<file path="src/shared/sfd_regs.svh">
`ifndef SFD_REGS_SVH
`define SFD_REGS_SVH

// ==========================================
// serial word layout
`define SFD_WORD_W    24
`define SFD_WORD_BITS 5'h18
`define SFD_CNT_MAX   5'h1F
`define SFD_MODE_HI   23
`define SFD_MODE_LO   22
`define SFD_FN_MSB    21
`define SFD_FN_LSB    16
`define SFD_PL_MSB    15
`define SFD_PL_LSB    0
`define SFD_MODE_SPEC 2'h0

// ==========================================
// function codes
`define SFD_FN_NOP    6'h00
`define SFD_FN_CTRL   6'h01
`define SFD_FN_OFFSET_DAC_ZERO   6'h02
`define SFD_FN_OFFSET_DAC_ONE   6'h03
`define SFD_FN_RSV4   6'h04
`define SFD_FN_RBSEL  6'h05
`define SFD_FN_AB0    6'h06
`define SFD_FN_AB1    6'h07
`define SFD_FN_AB2    6'h08
`define SFD_FN_AB3    6'h09
`define SFD_FN_RSVA   6'h0A
`define SFD_FN_ABALL  6'h0B

// ==========================================
// control payload bits
`define SFD_CTL_OT    4
`define SFD_CTL_BANK  2
`define SFD_CTL_TSD   1
`define SFD_CTL_PD    0

// ==========================================
// payload field widths
`define SFD_OFS_MSB   13
`define SFD_AB_MSB    7

// ==========================================
// readback selection, payload bits 15..7
`define SFD_RB_KEY_MSB 15
`define SFD_RB_KEY_LSB 7
`define SFD_RB_CTRL   9'h101
`define SFD_RB_OFFSET_DAC_ZERO   9'h102
`define SFD_RB_OFFSET_DAC_ONE   9'h103
`define SFD_RB_AB0    9'h106
`define SFD_RB_AB1    9'h107
`define SFD_RB_AB2    9'h108
`define SFD_RB_AB3    9'h109

// ==========================================
// reset values
`define SFD_CTRL_RST  3'h0
`define SFD_OFS_RST   14'h0000
`define SFD_AB_RST    8'h00
`define SFD_RBSEL_RST 16'h0000

`endif

</file>
<file path="src/shared/sfd_pkg.sv">
`include "sfd_regs.svh"

package sfd_pkg;

   // ==========================================
   // types
   typedef enum logic [0:0] {
      SFD_FR_IDLE   = 1'b0,
      SFD_FR_ACTIVE = 1'b1
   } sfd_frame_t;

   typedef logic [3:0][7:0] sfd_ab_t;

endpackage : sfd_pkg

</file>
<file path="src/shared/sfd_rb_if.sv">
`timescale 1ns/10ps

interface sfd_rb_if #(parameter int WORD_W = 24);
   logic              load;
   logic [WORD_W-1:0] word;
   logic              shift;
   logic              frame_end;
   logic              serial_out_pin;
   logic              sdo_oe_n;

   modport ctrl (
      output load,
      output word,
      output shift,
      output frame_end,
      input  serial_out_pin,
      input  sdo_oe_n
   );

   modport shifter (
      input  load,
      input  word,
      input  shift,
      input  frame_end,
      output serial_out_pin,
      output sdo_oe_n
   );
endinterface : sfd_rb_if

</file>
<file path="src/rtl/sfd_decoder.sv">
// What this block does
// - Mode bits 00 make the word a special-function command.
// - Bits 21..16 are the function code; low sixteen bits are payload.
// - Control payload bit 4 is read-only overtemperature; writes never change it.
// - Control bit 2 picks input bank B when one, bank A when zero.
// - Control bit 1 enables thermal shutdown when one.
// - Control bit 0 requests software power-down when one, power-up when zero.
// - Code 000010 loads payload 13..0 into first offset register.
// - Code 000011 loads payload 13..0 into second offset register.
// - Codes 000110..001001 load low payload byte into bank-select registers 0..3.
// - Code 001011 writes the low byte into all four bank-select registers.
// - Code 000101 latches the payload as the readback selection.
// - Payload starting with one selects a single register by upper nine bits.
// - Payload bits 6..0 are ignored when decoding a readback selection.
// - Selected register shifts out on the serial output in the next transfer.
// - Data writes go to bank A when control bank bit zero, else B.
`timescale 1ns/10ps
`include "sfd_regs.svh"

module sfd_decoder
   import sfd_pkg::*;
#(
   parameter int WORD_W = `SFD_WORD_W
) (
   // clock and reset
   input  wire logic        clock_i,
   input  wire logic        rst_n_i,
   // serial pins
   input  wire logic        sclk_i,
   input  wire logic        sync_n_i,
   input  wire logic        sdi_i,
   output logic             sdo_o,
   output logic             sdo_oe_n_o,
   // status pin
   input  wire logic        overtemp_i,
   // channel readback data, same clock
   input  wire logic [15:0] chan_rd_data_i,
   // control register fields
   output logic             ctrl_bank_b_o,
   output logic             thermal_sd_en_o,
   output logic             soft_pd_o,
   // offset registers
   output logic [13:0]      offset_dac_zero_o,
   output logic [13:0]      offset_dac_one_o,
   // bank-select registers, register n in bits 8n+7..8n
   output logic [31:0]      bank_select_o,
   // readback selection
   output logic [15:0]      rb_sel_o,
   // channel data write request
   output logic             data_wr_valid_o,
   output logic [1:0]       data_wr_mode_o,
   output logic [5:0]       data_wr_addr_o,
   output logic [15:0]      data_wr_data_o,
   output logic             data_wr_bank_b_o
);

   // ==========================================
   // pin synchronisers
   logic [3:0] sync1_q;
   logic [3:0] sync1_d;
   logic [3:0] sync2_q;
   logic [3:0] sync2_d;
   logic [2:0] prev_q;
   logic [2:0] prev_d;
   logic       sclk_s;
   logic       sync_n_s;
   logic       sdi_s;
   logic       ot_s;
   logic       sclk_fall;
   logic       sync_fall;
   logic       sync_rise;

   always_comb begin
      sync1_d = {overtemp_i, sdi_i, sync_n_i, sclk_i};
      sync2_d = sync1_q;
      prev_d  = sync2_q[2:0];
   end

   always_ff @(posedge clock_i or negedge rst_n_i) begin
      if (!rst_n_i) begin
         sync1_q <= 4'h3;
         sync2_q <= 4'h3;
         prev_q  <= 3'h3;
      end else begin
         sync1_q <= sync1_d;
         sync2_q <= sync2_d;
         prev_q  <= prev_d;
      end
   end

   assign sclk_s    = sync2_q[0];
   assign sync_n_s  = sync2_q[1];
   assign sdi_s     = sync2_q[2];
   assign ot_s      = sync2_q[3];
   // data sampled on the falling serial clock edge
   assign sclk_fall = prev_q[0] & ~sclk_s;
   assign sync_fall = prev_q[1] & ~sync_n_s;
   assign sync_rise = ~prev_q[1] & sync_n_s;

   // ==========================================
   // frame receiver
   sfd_frame_t        frame_q;
   sfd_frame_t        frame_d;
   logic [4:0]        cnt_q;
   logic [4:0]        cnt_d;
   logic [WORD_W-1:0] sh_q;
   logic [WORD_W-1:0] sh_d;
   logic              word_vld_q;
   logic              word_vld_d;
   logic              shift_q;
   logic              shift_d;
   logic              end_q;
   logic              end_d;

   always_comb begin
      frame_d    = frame_q;
      cnt_d      = cnt_q;
      sh_d       = sh_q;
      word_vld_d = 1'b0;
      shift_d    = 1'b0;
      end_d      = 1'b0;
      case (frame_q)
         SFD_FR_IDLE: begin
            if (sync_fall) begin
               frame_d = SFD_FR_ACTIVE;
               cnt_d   = '0;
            end
         end
         SFD_FR_ACTIVE: begin
            if (sync_rise) begin
               frame_d = SFD_FR_IDLE;
               end_d   = 1'b1;
               // short or long frames are dropped whole
               word_vld_d = (cnt_q == `SFD_WORD_BITS);
            end else if (sclk_fall) begin
               sh_d    = {sh_q[WORD_W-2:0], sdi_s};
               shift_d = 1'b1;
               if (cnt_q != `SFD_CNT_MAX) begin
                  cnt_d = cnt_q + 5'h01;
               end
            end
         end
         default: frame_d = SFD_FR_IDLE;
      endcase
   end

   always_ff @(posedge clock_i or negedge rst_n_i) begin
      if (!rst_n_i) begin
         frame_q    <= SFD_FR_IDLE;
         cnt_q      <= '0;
         sh_q       <= '0;
         word_vld_q <= 1'b0;
         shift_q    <= 1'b0;
         end_q      <= 1'b0;
      end else begin
         frame_q    <= frame_d;
         cnt_q      <= cnt_d;
         sh_q       <= sh_d;
         word_vld_q <= word_vld_d;
         shift_q    <= shift_d;
         end_q      <= end_d;
      end
   end

   // ==========================================
   // word fields
   logic [1:0]  mode;
   logic [5:0]  fn;
   logic [15:0] pl;
   logic        spec;

   assign mode = sh_q[`SFD_MODE_HI:`SFD_MODE_LO];
   assign fn   = sh_q[`SFD_FN_MSB:`SFD_FN_LSB];
   assign pl   = sh_q[`SFD_PL_MSB:`SFD_PL_LSB];
   assign spec = word_vld_q && (mode == `SFD_MODE_SPEC);

   // ==========================================
   // register file
   logic [2:0]  ctrl_q;
   logic [2:0]  ctrl_d;
   logic [13:0] offset_dac_zero_q;
   logic [13:0] offset_dac_zero_d;
   logic [13:0] offset_dac_one_q;
   logic [13:0] offset_dac_one_d;
   sfd_ab_t     ab_q;
   sfd_ab_t     ab_d;
   logic [15:0] rbsel_q;
   logic [15:0] rbsel_d;
   logic        rb_pend_q;
   logic        rb_pend_d;
   logic        wr_vld_q;
   logic        wr_vld_d;
   logic [1:0]  wr_mode_q;
   logic [1:0]  wr_mode_d;
   logic [5:0]  wr_addr_q;
   logic [5:0]  wr_addr_d;
   logic [15:0] wr_data_q;
   logic [15:0] wr_data_d;
   logic        wr_bank_q;
   logic        wr_bank_d;

   always_comb begin
      ctrl_d    = ctrl_q;
      offset_dac_zero_d    = offset_dac_zero_q;
      offset_dac_one_d    = offset_dac_one_q;
      ab_d      = ab_q;
      rbsel_d   = rbsel_q;
      rb_pend_d = 1'b0;
      wr_vld_d  = 1'b0;
      wr_mode_d = wr_mode_q;
      wr_addr_d = wr_addr_q;
      wr_data_d = wr_data_q;
      wr_bank_d = wr_bank_q;
      if (spec) begin
         case (fn)
            `SFD_FN_CTRL: begin
               // bits 4 and 3 are not stored, so writes cannot touch them
               ctrl_d = pl[`SFD_CTL_BANK:`SFD_CTL_PD];
            end
            `SFD_FN_OFFSET_DAC_ZERO:  offset_dac_zero_d = pl[`SFD_OFS_MSB:0];
            `SFD_FN_OFFSET_DAC_ONE:  offset_dac_one_d = pl[`SFD_OFS_MSB:0];
            `SFD_FN_AB0:   ab_d[0] = pl[`SFD_AB_MSB:0];
            `SFD_FN_AB1:   ab_d[1] = pl[`SFD_AB_MSB:0];
            `SFD_FN_AB2:   ab_d[2] = pl[`SFD_AB_MSB:0];
            `SFD_FN_AB3:   ab_d[3] = pl[`SFD_AB_MSB:0];
            `SFD_FN_ABALL: ab_d = {4{pl[`SFD_AB_MSB:0]}};
            `SFD_FN_RBSEL: begin
               rbsel_d   = pl;
               rb_pend_d = 1'b1;
            end
            default: ;
         endcase
      end else if (word_vld_q) begin
         wr_vld_d  = 1'b1;
         wr_mode_d = mode;
         wr_addr_d = fn;
         wr_data_d = pl;
         wr_bank_d = ctrl_q[`SFD_CTL_BANK];
      end
   end

   always_ff @(posedge clock_i or negedge rst_n_i) begin
      if (!rst_n_i) begin
         ctrl_q    <= `SFD_CTRL_RST;
         offset_dac_zero_q    <= `SFD_OFS_RST;
         offset_dac_one_q    <= `SFD_OFS_RST;
         ab_q      <= {4{`SFD_AB_RST}};
         rbsel_q   <= `SFD_RBSEL_RST;
         rb_pend_q <= 1'b0;
         wr_vld_q  <= 1'b0;
         wr_mode_q <= '0;
         wr_addr_q <= '0;
         wr_data_q <= '0;
         wr_bank_q <= 1'b0;
      end else begin
         ctrl_q    <= ctrl_d;
         offset_dac_zero_q    <= offset_dac_zero_d;
         offset_dac_one_q    <= offset_dac_one_d;
         ab_q      <= ab_d;
         rbsel_q   <= rbsel_d;
         rb_pend_q <= rb_pend_d;
         wr_vld_q  <= wr_vld_d;
         wr_mode_q <= wr_mode_d;
         wr_addr_q <= wr_addr_d;
         wr_data_q <= wr_data_d;
         wr_bank_q <= wr_bank_d;
      end
   end

   // ==========================================
   // readback source
   // channel data is fetched one cycle after the selection
   // is latched, so the outside has rb_sel_o settled
   function automatic logic [15:0] rb_value(
      input logic [15:0] sel,
      input logic [4:0]  ctl,
      input logic [13:0] o0,
      input logic [13:0] o1,
      input sfd_ab_t     ab,
      input logic [15:0] chan
   );
      logic [15:0] v;
      v = '0;
      if (!sel[`SFD_RB_KEY_MSB]) begin
         v = chan;
      end else begin
         case (sel[`SFD_RB_KEY_MSB:`SFD_RB_KEY_LSB])
            `SFD_RB_CTRL: v = {11'h000, ctl};
            `SFD_RB_OFFSET_DAC_ZERO: v = {2'h0, o0};
            `SFD_RB_OFFSET_DAC_ONE: v = {2'h0, o1};
            `SFD_RB_AB0:  v = {8'h00, ab[0]};
            `SFD_RB_AB1:  v = {8'h00, ab[1]};
            `SFD_RB_AB2:  v = {8'h00, ab[2]};
            `SFD_RB_AB3:  v = {8'h00, ab[3]};
            default:      v = '0;
         endcase
      end
      return v;
   endfunction : rb_value

   logic [4:0] ctrl_rd;
   // overtemperature comes from the pin, bit 3 reads zero
   assign ctrl_rd = {ot_s, 1'b0, ctrl_q};

   // ==========================================
   // readback shifter
   sfd_rb_if #(.WORD_W(WORD_W)) rb ();

   assign rb.load      = rb_pend_q;
   assign rb.word      = {8'h00, rb_value(rbsel_q, ctrl_rd, offset_dac_zero_q,
                                          offset_dac_one_q, ab_q, chan_rd_data_i)};
   assign rb.shift     = shift_q;
   assign rb.frame_end = end_q;

   sfd_rb_shifter #(.WORD_W(WORD_W)) u_shifter (
      .clock_i (clock_i),
      .rst_n_i (rst_n_i),
      .rb      (rb.shifter)
   );

   // ==========================================
   // outputs
   assign sdo_o             = rb.serial_out_pin;
   assign sdo_oe_n_o        = rb.sdo_oe_n;
   assign ctrl_bank_b_o     = ctrl_q[`SFD_CTL_BANK];
   assign thermal_sd_en_o   = ctrl_q[`SFD_CTL_TSD];
   assign soft_pd_o         = ctrl_q[`SFD_CTL_PD];
   assign offset_dac_zero_o = offset_dac_zero_q;
   assign offset_dac_one_o  = offset_dac_one_q;
   assign bank_select_o     = ab_q;
   assign rb_sel_o          = rbsel_q;
   assign data_wr_valid_o   = wr_vld_q;
   assign data_wr_mode_o    = wr_mode_q;
   assign data_wr_addr_o    = wr_addr_q;
   assign data_wr_data_o    = wr_data_q;
   assign data_wr_bank_b_o  = wr_bank_q;

endmodule : sfd_decoder

</file>
<file path="src/rtl/sfd_rb_shifter.sv">
`timescale 1ns/10ps

module sfd_rb_shifter #(
   parameter int WORD_W = 24
) (
   // clock and reset
   input wire logic clock_i,
   input wire logic rst_n_i,
   // readback link
   sfd_rb_if.shifter rb
);

   logic [WORD_W-1:0] sh_q;
   logic [WORD_W-1:0] sh_d;
   logic              oe_n_q;
   logic              oe_n_d;
   logic              used_q;
   logic              used_d;

   // ==========================================
   // readback shift register
   // pin is driven from the load onward, then released at
   // the end of the frame that clocked the data out
   always_comb begin
      sh_d   = sh_q;
      oe_n_d = oe_n_q;
      used_d = used_q;
      if (rb.load) begin
         sh_d   = rb.word;
         oe_n_d = 1'b0;
         used_d = 1'b0;
      end else if (rb.shift && !oe_n_q) begin
         sh_d   = {sh_q[WORD_W-2:0], 1'b0};
         used_d = 1'b1;
      end else if (rb.frame_end && used_q) begin
         oe_n_d = 1'b1;
         used_d = 1'b0;
      end
   end

   always_ff @(posedge clock_i or negedge rst_n_i) begin
      if (!rst_n_i) begin
         sh_q   <= '0;
         oe_n_q <= 1'b1;
         used_q <= 1'b0;
      end else begin
         sh_q   <= sh_d;
         oe_n_q <= oe_n_d;
         used_q <= used_d;
      end
   end

   assign rb.serial_out_pin      = sh_q[WORD_W-1];
   assign rb.sdo_oe_n = oe_n_q;

endmodule : sfd_rb_shifter

</file>
<file path="config.mk">
export PLATFORM = sky130hd
export DESIGN_NAME = sfd_decoder
export DESIGN_NICKNAME = d
export VERILOG_FILES = /design/src/shared/sfd_pkg.sv /design/src/shared/sfd_rb_if.sv /design/src/rtl/sfd_decoder.sv /design/src/rtl/sfd_rb_shifter.sv
export VERILOG_INCLUDE_DIRS = /design/src /design/src/shared
export SDC_FILE = /design/constraint.sdc
export NUM_CORES = 1
export LEC_CHECK = 0
export BUFFER_PORTS_ARGS = -buffer_cell sky130_fd_sc_hd__buf_2
export CAP_MARGIN = 0
export CELL_PAD_IN_SITES_DETAIL_PLACEMENT = 0
export CELL_PAD_IN_SITES_GLOBAL_PLACEMENT = 1
export CORE_UTILIZATION = 40
export DETAILED_ROUTE_END_ITERATION = 8
export PLACE_DENSITY = 0.8
export SYNTH_ARGS = -nofsm -noshare
export SYNTH_HDL_FRONTEND = slang
export SYNTH_HIERARCHICAL = 1
export SYNTH_SLANG_ARGS = --single-unit
</file>
<file path="constraint.sdc">
create_clock -name clock_i -period 2.9 [get_ports clock_i]
set_input_delay 0.145 -clock clock_i [delete_from_list [all_inputs] [get_ports clock_i]]
set_output_delay 0.145 -clock clock_i [all_outputs]
set_load 0.02 [all_outputs]
</file>
==> summary.txt, run 1 <==
Power
  • Sw Share: about 25%
  • Seq pwr share: 51.7%
  • Total chip power: approximately 5.2 mW
  • Int Pwr: ~3.9 mW
  • Part of the power in the clock network: ~44%
  • Power Dens Cells: around 550 nW/um^2
  • Leakage: ~5.0 nW
  • Combinational Power Share: 4.7%
  • Peak VDD IR: 0.397 mV
  • Net load switching power: about 1.3 mW

Finish
  • Ratio of cells with drive above 1 in the final layout: 43.7%
  • Most frequent cells in the layout: dfrtp_1, buf_2, mux2_2
  • Commonest non-fill, non-tap cell in the layout: dfrtp_1
  • Nets@finish: roughly 730
  • Diodes inserted: 0
  • Area grow syn2layout: 19.0%

Route
  • Drt total wl: 19000 um
  • Via/cell ratio: between 5 and 6
  • Vias: between 5000 and 6000
  • DRC: 0
  • Wire per inst: around 19 um
  • Starting DRC count in detailed routing: around 280
  • 1st-pass router iterations: 4
  • DRT antenna net count: 0

GRT
  • Initial antenna violation count: 0
  • GRT Total Usage: approximately 20%
  • Grt peak-use layer: met2
  • Remaining global-route overflow: 0
  • Met3 usage: about 4.8%
  • Largest net degree at the start of global routing: 74
  • First-pass GRT wire length: ~30000 um
  • Vias in the first global route: ~5400
  • Met2 Usage GRT: between 30% and 40%
  • M1 GR Usage: 26.0%

Worst setup path
  • Reg-to-reg setup timing slack: approximately 580 ps
  • Worst setup SP type: flip-flop
  • CP Max Fanout: 8
  • Critical path capture point type: flip-flop
  • Critical path class: flip-flop to flip-flop
  • Req. time, crit path: ~3300 ps
  • Arrival @ worst endpoint: 2690 ps

Place
  • Port buffer count: 128
  • Hpwl dp: 13100 um
  • Final Wtd Congestion: 0.816

Floorplan
  • Die Wd: between 100 and 150 um
  • Initial Util: about two fifths
  • Core area: between 15000 and 20000 um^2
  • Ports: ~130
  • # rows: 51
  • Die area: ~20000 um^2
  • Die Y: 142 um

Worst hold path
  • Worst hold path class: primary input to flip-flop

CTS
  • Post-CTS setup buffer count: 0
  • Clk slew on worst S/H paths: around 70 ps
  • Root Buffer: clkbuf_16
  • H-tree depth: 4
  • Hold Buf Count CTS: 5
  • CTS Buf Count: 17
  • Post-CTS sizing: 0
  • Clk_lat worst skew: between 400 and 500 ps
  • TritonCTS clock tree: done
  • Max clock buf depth: 2
  • CTS sink cnt: roughly 180

Timing
  • Fmax: 0.432 GHz
  • Fin crit period: roughly 2300 ps
  • Worst slew margin: a little over two fifths
  • Tcrit/Tclk final: 79.9%
  • Max Clock Skew: a little under 6 ps
  • Hold Fails Final Rpt: 0
  • RSZ-0062 raised after global routing: no
  • Pins Over Slew Limit: 0
  • Final setup fails: 0
  • Final TNS setup: 0 ps
  • Slew @ Worst Pin: 875 ps

Run status
  • Status: finished clean

Synth
  • Yosys reg bits: between 150 and 200
  • Asr flop ratio synth: 100%
  • Synth top area cells: dfrtp_1, mux2_2, and4bb_1
  • Cells after Synth: 577
  • Syn Area/Cell: approximately 14 um^2
  • Yosys warning total: 6
  • Seq/Total Area, Yosys: around 56%
  • Synthesized area: around 7900 um^2
  • Number of synthesized flops with an enable pin: 0
  • Yosys cell types: 52
  • Cell accounting for the most synthesized area: dfrtp_1
  • Synth top area share: between 50% and 60%
  • Dominant synthesized flop cell: dfrtp_1

Run
  • Max Cap Viol: 0
[synthesized netlist by cell type, drive strengths merged, types with 3 or more instances]
library cell	instances
dfrtp	168
mux2	134
nor2b	29
a221o	27
clkbuf	25
and4bb	23
buf	21
and2b	13
inv	13
mux2i	12
nand2	9
o21ai	9
a211o	7
dfstp	7
nor2	7
o22ai	7
a22o	6
and3	6
nand3	6
a21oi	5
nand2b	5
nand4	4
a31o	3
a32oi	3
ha	3
[path summary, 6_finish.rpt]
kind,start,endpoint,cells past startpoint
max in group asynchronous,rst_n_i,prev_q[0]$_DFF_PN1_,3
min in group asynchronous,rst_n_i,data_wr_data_o[13]$_DFFE_PN0P_,2
hold reg to reg,sync1_q[2]$_DFF_PN0_,sync2_q[2]$_DFF_PN0_,0
setup / recovery,rb_sel_o[12]$_DFFE_PN0P_,u_shifter/sh_q[1]$_DFFE_PN0P_,5
hold / removal,chan_rd_data_i[15],u_shifter/sh_q[15]$_DFFE_PN0P_,3
setup reg to reg,rb_sel_o[12]$_DFFE_PN0P_,u_shifter/sh_q[1]$_DFFE_PN0P_,5
[layer usage]
| layer | routed length, um | share of wire [%] |
|---|---|---|
| met1 | 8630 | 45 |
| met2 | 9010 | 48 |
| met3 | 1020 | 5.4 |
| met4 | 303 | 1.6 |
| met5 | 0 | 0 |
[critical path, cell delays in order (launching register included)]
cell     delay (ps)
dfrtp_1         390
nor4_1          590
nand2_1         190
nor4b_2         660
a221o_1         280
a221o_1         150
[power by group through the flow]
stage | Combinational [mW] | Clock (mW) | Sequential [mW]
2_1_floorplan | 0.237 | 0 | 2.60
3_5_place_dp | 0.244 | 0 | 2.73
6_report | 0.245 | 2.27 | 2.69
4_1_cts | 0.250 | 2.32 | 2.69
5_1_grt | 0.270 | 2.42 | 2.71
3_3_place_gp | 0.234 | 0 | 2.73
[kinds of logic (layout without fill, tap and decap cells)]
kind of cell    count (synthesis)  after routing  share of synthesized area (%)
simple gates                  120            120                           11.5
compound gates                 70             70                           7.28
fa+ha+maj                       4              4                          0.603
other cells                     1              8                         0.0475
buf+inv                        59            191                           3.92
xor+xnor                        1              1                          0.111
mux                           147            147                           20.9
flops                         175            175                           55.6
[layout make-up]
class                   instances  area [um^2]
inverters                      13         48.8
clock buffers                  20          467
well taps                     265          332
flip-flops and latches        175         4390
fillers                      1770        10000
repair buffers                146          807
clock inverters                12          125
multi-input cells             350         3230
[flip-flops by register name, indices dropped and copies added, names as in the netlist, 2 cells and up]
| signal | flops |
|---|---|
| data_wr_mode_o | 2 |
| data_wr_addr_o | 6 |
| ctrl_q | 3 |
| prev_q | 2 |
| sh_q | 24 |
| rb_sel_o | 16 |
| offset_dac_one_o | 14 |
| u_shifter/sh_q | 24 |
| cnt_q | 5 |
| sync1_q | 4 |
| bank_select_o | 32 |
| data_wr_data_o | 16 |
| sync2_q | 4 |
| offset_dac_zero_o | 14 |
[metrics by stage]
stage / instance area [um^2] / instances / utilization (%) / hold slack (ps) / setup WS (ps)
6_report: 9390 / 981 / 48.4 / 87.5 / 583
3_3_place_gp: 8750 / 944 / 45.1 / 152 / 739
5_1_grt: 9390 / 981 / 48.4 / 87.5 / 471
2_1_floorplan: 7920 / 584 / - / -151 / 634
3_5_place_dp: 8750 / 944 / 45.1 / 156 / 632
4_1_cts: 9390 / 981 / 48.4 / 83.8 / 614
Note: power is estimated with default switching activity, not from simulation.
==> run 2, diff against run 1 <==
--- a/config.mk
+++ b/config.mk
@@ -12,7 +12,7 @@
 export CELL_PAD_IN_SITES_GLOBAL_PLACEMENT = 1
 export CORE_UTILIZATION = 40
 export DETAILED_ROUTE_END_ITERATION = 8
-export PLACE_DENSITY = 0.8
+export PLACE_DENSITY = 0.82
 export SYNTH_ARGS = -nofsm -noshare
 export SYNTH_HDL_FRONTEND = slang
 export SYNTH_HIERARCHICAL = 1
==> constraint.sdc (replaced) <==
create_clock -name clock_i -period 2.05 [get_ports clock_i]
set_input_delay 0.1025 -clock clock_i [delete_from_list [all_inputs] [get_ports clock_i]]
set_output_delay 0.1025 -clock clock_i [all_outputs]
set_load 0.02 [all_outputs]
==> run 2 against run 1 <==
  * Power up 45%
  * Highest routed layer unchanged
  * Utilization up 1.2 points
  * Setup slack worse by 490 ps
  * Critical endpoint is now u_shifter/sh_q[7]$_DFFE_PN0P_
  * Largest cell class unchanged
  * Largest power group unchanged
  * Cell count up 1.8%
  * Critical path depth up 1
==> summary.txt, run 2 (synthesized netlist as in run 1, its figures left out) <==
Timing
  • Pins Over Slew Limit: 0 (unchanged)
  • Tcrit/Tclk final: 95.6% (+16 points)
  • Hold Fails Final Rpt: 0 (unchanged)
  • Worst slew margin: 55.1% (+13 points)
  • Hold slack: 48.1 ps (-39.4 ps)
  • Fin worst setup slack: 89.3 ps (-493 ps)
  • Final TNS setup: 0 ps (unchanged)
  • Fin crit period: 1960 ps (-357 ps)
  • Slew @ Worst Pin: 673 ps (-201 ps)
  • Fmax: 0.510 GHz (+18%)
  • RSZ-0062 raised after global routing: no
  • Max Clock Skew: 7.16 ps (+1.23 ps)
  • Final setup fails: 0 (unchanged)

Floorplan
  • Die Wd: 142 um (unchanged)
  • Ports: 129 (unchanged)
  • # rows: 51 (unchanged)
  • Die area: 20300 um^2 (unchanged)
  • Core area: 19400 um^2 (unchanged)
  • Initial Util: 40.7% (unchanged)
  • Die Y: 142 um (unchanged)

Run status
  • Status: finished clean

CTS
  • Clk_lat worst skew: 440 ps (about the same)
  • H-tree depth: 4 (unchanged)
  • CTS sink cnt: 175 (unchanged)
  • TritonCTS clock tree: done
  • Clk slew on worst S/H paths: 70 ps (about the same)
  • Root Buffer: clkbuf_16
  • Max clock buf depth: 2 (unchanged)
  • CTS Buf Count: 17 (unchanged)
  • Post-CTS setup buffer count: 0 (unchanged)

Power
  • Total chip power: 7.53 mW (+45%)
  • Net load switching power: 1.92 mW (+49%)
  • Combinational Power Share: 4.7% (about the same)
  • Peak VDD IR: 0.831 mV (+110%)
  • Sw Share: 25.5% (+0.77 points)
  • Int Pwr: 5.61 mW (+43%)
  • Part of the power in the clock network: 44.7% (+1.1 points)
  • Seq pwr share: 50.6% (-1.1 points)
  • Power Dens Cells: 782 nW/um^2 (+41%)
  • Leakage: 5.12 nW (+2.2%)

Place
  • Hpwl dp: 13700 um (+4.1%)
  • Placed Area: 8940 um^2 (+2.1%)
  • Final Wtd Congestion: 0.860 (+5.3%)
  • Pre-CTS WS: 7.71 ps (-625 ps)
  • Port buffer count: 128 (unchanged)

Route
  • DRT antenna net count: 0 (unchanged)
  • Wire per inst: 18.9 um (-2.0%)
  • Vias: 5256 (+0.75%)
  • 1st-pass router iterations: 4 (unchanged)
  • Via/cell ratio: 5.26 (-1.1%)
  • Starting DRC count in detailed routing: 292 (+2.8%)
  • Met1 Routed Length: 8430 um (-2.2%)
  • Top layer in use: met4
  • WL met3: 1090 um (+7.0%)
  • Drt total wl: 18900 um (-0.21%)
  • Met2 WL: 9030 um (+0.19%)
  • DRC: 0 (unchanged)

Finish
  • Most frequent cells in the layout: dfrtp_1, buf_2, mux2_2
  • Final Cell Area: 9620 um^2 (+2.5%)
  • Largest register FFs: 32 (unchanged)
  • Nets@finish: 746 (+2.5%)
  • Area grow syn2layout: 22.0%
  • Commonest non-fill, non-tap cell in the layout: dfrtp_1
  • Ratio of cells with drive above 1 in the final layout: 45.4% (+1.7 points)
  • Diodes inserted: 0 (unchanged)

Worst setup path
  • CP max-delay cell: dfrtp_1
  • Slowest Stage Delay on Critical Path: 460 ps (-200 ps)
  • Critical Path, Cell by Cell: buf_4 -> nor2b_1 -> a22o_1 -> a31o_2 -> a211o_1 -> a221o_1
  • CP top delay family: compound AO/OA/AOI/OAI gates
  • Buf+Inv Stages, Crit Path: 1 (+1)
  • Critical path class: flip-flop to flip-flop
  • Worst setup SP type: flip-flop
  • Req. time, crit path: 2370 ps (-900 ps)
  • Critical path capture point type: flip-flop
  • Arrival @ worst endpoint: 2280 ps (-410 ps)
  • CP Max Fanout: 9 (+1)

GRT
  • Remaining global-route overflow: 0 (unchanged)
  • GRT Total Usage: 19.8% (about the same)
  • Vias in the first global route: 5475 (+2.0%)
  • Largest net degree at the start of global routing: 69 (-6.8%)
  • First-pass GRT wire length: 30100 um (+0.16%)
  • Initial antenna violation count: 0 (unchanged)

Run
  • Max Cap Viol: 0 (unchanged)

Worst hold path
  • Worst hold path class: primary input to flip-flop
run 2: layer usage:
layer	global-route usage, %	vias to the layer above
met1	26.1	2689
li1	-	2406
met4	7.81	0
met2	31.6	136
met5	0	-
met3	4.74	25
run 2: tightest hold or removal path: cells and delay by family:
family | cells | cell delay, ps
buffers and inverters | 1 | 70
AO/OA/AOI/OAI | 1 | 150
AND/OR/NAND/NOR | 1 | 120
run 2: metrics by stage:
step	utilization, %	cells
after floorplan	-	584
after global placement	46.1	962
after detailed placement	46.1	962
after CTS	49.5	999
after global routing	49.6	999
final	49.6	999
run 2: repair_timing:
| item | CTS | global route |
|---|---|---|
| gates resized for setup | 1 | 2 |
| hold buffers | 5 | 0 |
| hold endpoints to repair | 62 | 0 |
| setup endpoints to repair | 3 | 6 |
run 2: final cells by class:
| cell class | instances | area [um^2] |
|---|---|---|
| clock inverters | 15 | 193 |
| fillers | 1730 | 9770 |
| clock buffers | 17 | 425 |
| inverters | 13 | 48.8 |
| well taps | 265 | 332 |
| repair buffers | 164 | 992 |
| multi-input cells | 350 | 3250 |
| flip-flops and latches | 175 | 4390 |
run 2: path summary, 6_finish.rpt:
kind / start / end / slack (ps) / cells past startpoint
worst max register to register: rb_sel_o[8]$_DFFE_PN0P_ / u_shifter/sh_q[7]$_DFFE_PN0P_ / 90 / 6
max in group asynchronous: rst_n_i / u_shifter/rb.sdo_oe_n$_DFFE_PN1P_ / 1040 / 3
worst min-delay path: chan_rd_data_i[14] / u_shifter/sh_q[14]$_DFFE_PN0P_ / 50 / 3
worst min register to register: sync1_q[2]$_DFF_PN0_ / sync2_q[2]$_DFF_PN0_ / 350 / 0
worst max-delay path: rb_sel_o[8]$_DFFE_PN0P_ / u_shifter/sh_q[7]$_DFFE_PN0P_ / 90 / 6
min in group asynchronous: rst_n_i / sh_q[7]$_DFFE_PN0P_ / 260 / 2
run 2: power groups by stage:
stage               clock [mW]  sequential [mW]  combinational, mW
floorplan                    0             3.67              0.335
global placement             0             3.86              0.337
global route              3.60             3.84              0.390
CTS                       3.44             3.81              0.362
detailed placement           0             3.88              0.353
finish                    3.36             3.81              0.354
==> run 3, diff against run 2 <==
--- a/config.mk
+++ b/config.mk
@@ -6,13 +6,14 @@
 export SDC_FILE = /design/constraint.sdc
 export NUM_CORES = 1
 export LEC_CHECK = 0
-export BUFFER_PORTS_ARGS = -buffer_cell sky130_fd_sc_hd__buf_2
+export BUFFER_PORTS_ARGS = -buffer_cell sky130_fd_sc_hd__buf_4
 export CAP_MARGIN = 0
 export CELL_PAD_IN_SITES_DETAIL_PLACEMENT = 0
 export CELL_PAD_IN_SITES_GLOBAL_PLACEMENT = 1
 export CORE_UTILIZATION = 40
 export DETAILED_ROUTE_END_ITERATION = 8
 export PLACE_DENSITY = 0.82
+export RECOVER_POWER = 100
 export SYNTH_ARGS = -nofsm -noshare
 export SYNTH_HDL_FRONTEND = slang
 export SYNTH_HIERARCHICAL = 1
==> run 3 against run 2 <==
  * Utilization fell by 0.75 points
  * Via count rose by 0.57%
  * Global-route usage fell by 0.19 points
  * Sequential share of layout area rose by 0.72 points
  * Clock power barely moved
  * Non-clock buffer count rose by 3
  * Worst hold slack got worse by 8.6 ps
  * Count of clock-buffer cells in the layout did not move
  * Largest cell class unchanged
==> summary.txt, run 3 (synthesized netlist as in run 1, its figures left out) <==
Worst setup path
  • Worst setup SP type: flip-flop
  • Arrival @ worst endpoint: 2270 ps (about the same)
  • Worst r2r path cells: 5 (-1)
  • Reg-to-reg setup timing slack: 90 ps (about the same)
  • CP max-delay cell: dfrtp_1
  • Critical path capture point type: flip-flop
  • Critical Path, Cell by Cell: mux2_2 -> a211oi_1 -> o22ai_1 -> a221o_1 -> a221o_1
  • Slowest Stage Delay on Critical Path: 440 ps (-20 ps)
  • Most used cell, CP: a221o_1
  • Req. time, crit path: 2360 ps (about the same)
  • Critical path class: flip-flop to flip-flop
  • Reg-to-reg endpoint: u_shifter/sh_q[2]$_DFFE_PN0P_
  • Critical R2R Launch: rb_sel_o[9]$_DFFE_PN0P_
  • CP Max Fanout: 3 (-6)

Worst hold path
  • Worst hold start: chan_rd_data_i[14]
  • WHS Path Cells: 3 (unchanged)
  • Worst hold path class: primary input to flip-flop
  • Hold Crit Endpoint: u_shifter/sh_q[14]$_DFFE_PN0P_

Finish
  • Commonest non-fill, non-tap cell in the layout: dfrtp_1
  • Area grow syn2layout: 20.1%
  • Nets@finish: 749 (+0.40%)
  • Most frequent cells in the layout: dfrtp_1, mux2_2, clkbuf_1
  • Ratio of cells with drive above 1 in the final layout: 30.5% (-15 points)
  • Largest register FFs: 32 (unchanged)
  • Diodes inserted: 0 (unchanged)
  • Final Cell Area: 9480 um^2 (-1.5%)
  • Layout Utilization: 48.9% (-0.75 points)

GRT
  • Largest net degree at the start of global routing: 51 (-26%)
  • Remaining global-route overflow: 0 (unchanged)
  • Initial antenna violation count: 0 (unchanged)
  • Vias in the first global route: 5321 (-2.8%)
  • First-pass GRT wire length: 29800 um (-0.89%)
  • GRT Total Usage: 19.7% (-0.19 points)

Timing
  • Hold slack: 39.5 ps (-8.61 ps)
  • Tcrit/Tclk final: 95.4% (-0.26 points)
  • Pins Over Slew Limit: 0 (unchanged)
  • Max Clock Skew: 14.0 ps (+6.85 ps)
  • Slew @ Worst Pin: 1330 ps (+657 ps)
  • Fin crit period: 1960 ps (-5.33 ps)
  • RSZ-0062 raised after global routing: no
  • Worst slew margin: 11.3% (-44 points)
  • Fin worst setup slack: 94.7 ps (+5.33 ps)
  • Hold Fails Final Rpt: 0 (unchanged)
  • Final setup fails: 0 (unchanged)
  • Fmax: 0.511 GHz (+0.27%)

Place
  • Port buffer count: 128 (unchanged)
  • Hpwl dp: 13600 um (-0.83%)
  • Pre-CTS WS: 69.9 ps (+62.2 ps)
  • Placed Area: 9280 um^2 (+3.8%)
  • Final Wtd Congestion: 0.833 (-3.2%)

Run
  • Max Cap Viol: 0 (unchanged)

Power
  • Total chip power: 7.54 mW (+0.13%)
  • Power Dens Cells: 795 nW/um^2 (+1.7%)
  • Peak VDD IR: 0.824 mV (-0.81%)
  • Leakage: 4.66 nW (-9.0%)

Run status
  • Status: finished clean

CTS
  • CTS sink cnt: 175 (unchanged)
  • TritonCTS clock tree: done
  • H-tree depth: 4 (unchanged)
  • Clk_lat worst skew: 440 ps (about the same)
  • Clk slew on worst S/H paths: 70 ps (about the same)
  • Max clock buf depth: 2 (unchanged)
  • Post-CTS setup buffer count: 0 (unchanged)
  • Root Buffer: clkbuf_16
  • CTS Buf Count: 17 (unchanged)

Route
  • 1st-pass router iterations: 5 (+1)
  • Vias: 5286 (+0.57%)
  • Drt total wl: 19000 um (+0.46%)
  • Wire per inst: 19.0 um (+0.16%)
  • DRC: 0 (unchanged)
  • DRT antenna net count: 0 (unchanged)
  • Via/cell ratio: 5.28 (+0.27%)
  • Starting DRC count in detailed routing: 234 (-20%)

Floorplan
  • # rows: 51 (unchanged)
  • Die area: 20300 um^2 (unchanged)
  • Die Y: 142 um (unchanged)
  • Core area: 19400 um^2 (unchanged)
  • Die Wd: 142 um (unchanged)
  • Ports: 129 (unchanged)
  • Initial Util: 40.7% (unchanged)
-- run 3: changes by cell type in the layout (fill, tap and decap cells not counted), sizes merged --
cell,before,now
clkinvlp,3,2
buf,159,39
inv,21,22
clkbuf,17,140
-- run 3: cell type report --
class	instances	area (um^2)
flip-flops and latches	175	4390
well taps	265	332
clock buffers	17	425
repair buffers	167	878
inverters	13	48.8
multi-input cells	350	3210
fillers	1797	9920
clock inverters	15	194
-- run 3: worst max path at each step --
stage | start | to | slack (ps) | cells past startpoint
global route | rb_sel_o[11]$_DFFE_PN0P_ | u_shifter/sh_q[11]$_DFFE_PN0P_ | 8 | 6
floorplan | rb_sel_o[7]$_DFFE_PN0P_ | u_shifter/sh_q[3]$_DFFE_PN0P_ | -60 | 5
CTS | rb_sel_o[10]$_DFFE_PN0P_ | u_shifter/sh_q[7]$_DFFE_PN0P_ | 50 | 5
detailed placement | rb_sel_o[10]$_DFFE_PN0P_ | u_shifter/sh_q[7]$_DFFE_PN0P_ | 70 | 5
finish | rb_sel_o[9]$_DFFE_PN0P_ | u_shifter/sh_q[2]$_DFFE_PN0P_ | 90 | 5
global placement | rb_sel_o[12]$_DFFE_PN0P_ | u_shifter/sh_q[4]$_DFFE_PN0P_ | 80 | 8
-- run 3: what timing repair did --
| action | CTS | global route |
|---|---|---|
| hold buffers | 5 | 0 |
| setup endpoints to repair | 0 | 4 |
| endpoints found under the hold margin | 50 | 0 |
| resized for setup | 0 | 2 |
-- run 3: critical path: cells and delay by family, from the launching register on --
| family | cells | cell delay (ps) |
|---|---|---|
| compound gates | 4 | 1040 |
| flops | 1 | 440 |
| mux | 1 | 370 |
-- run 3: report_power, final --
group          leakage (nW)  internal (mW)  switching, mW
registers              2.39           3.55          0.263
logic                  1.97          0.192          0.163
clock network         0.299           1.87           1.50
total                  4.66           5.61           1.92
-- run 3: routing by layer --
metal,vias to the layer above,wire length (um),GRT usage (%)
met3,13,973,4.74
met5,-,0,0
met4,0,187,6.90
met2,120,9240,31.7
met1,2723,8610,25.8
li1,2430,-,-
-- run 3: through the flow --
step	cells	setup TNS (ps)
finish	1002	0
global route	1002	0
CTS	1002	0
detailed placement	965	0
global placement	965	0
floorplan	584	-60.8
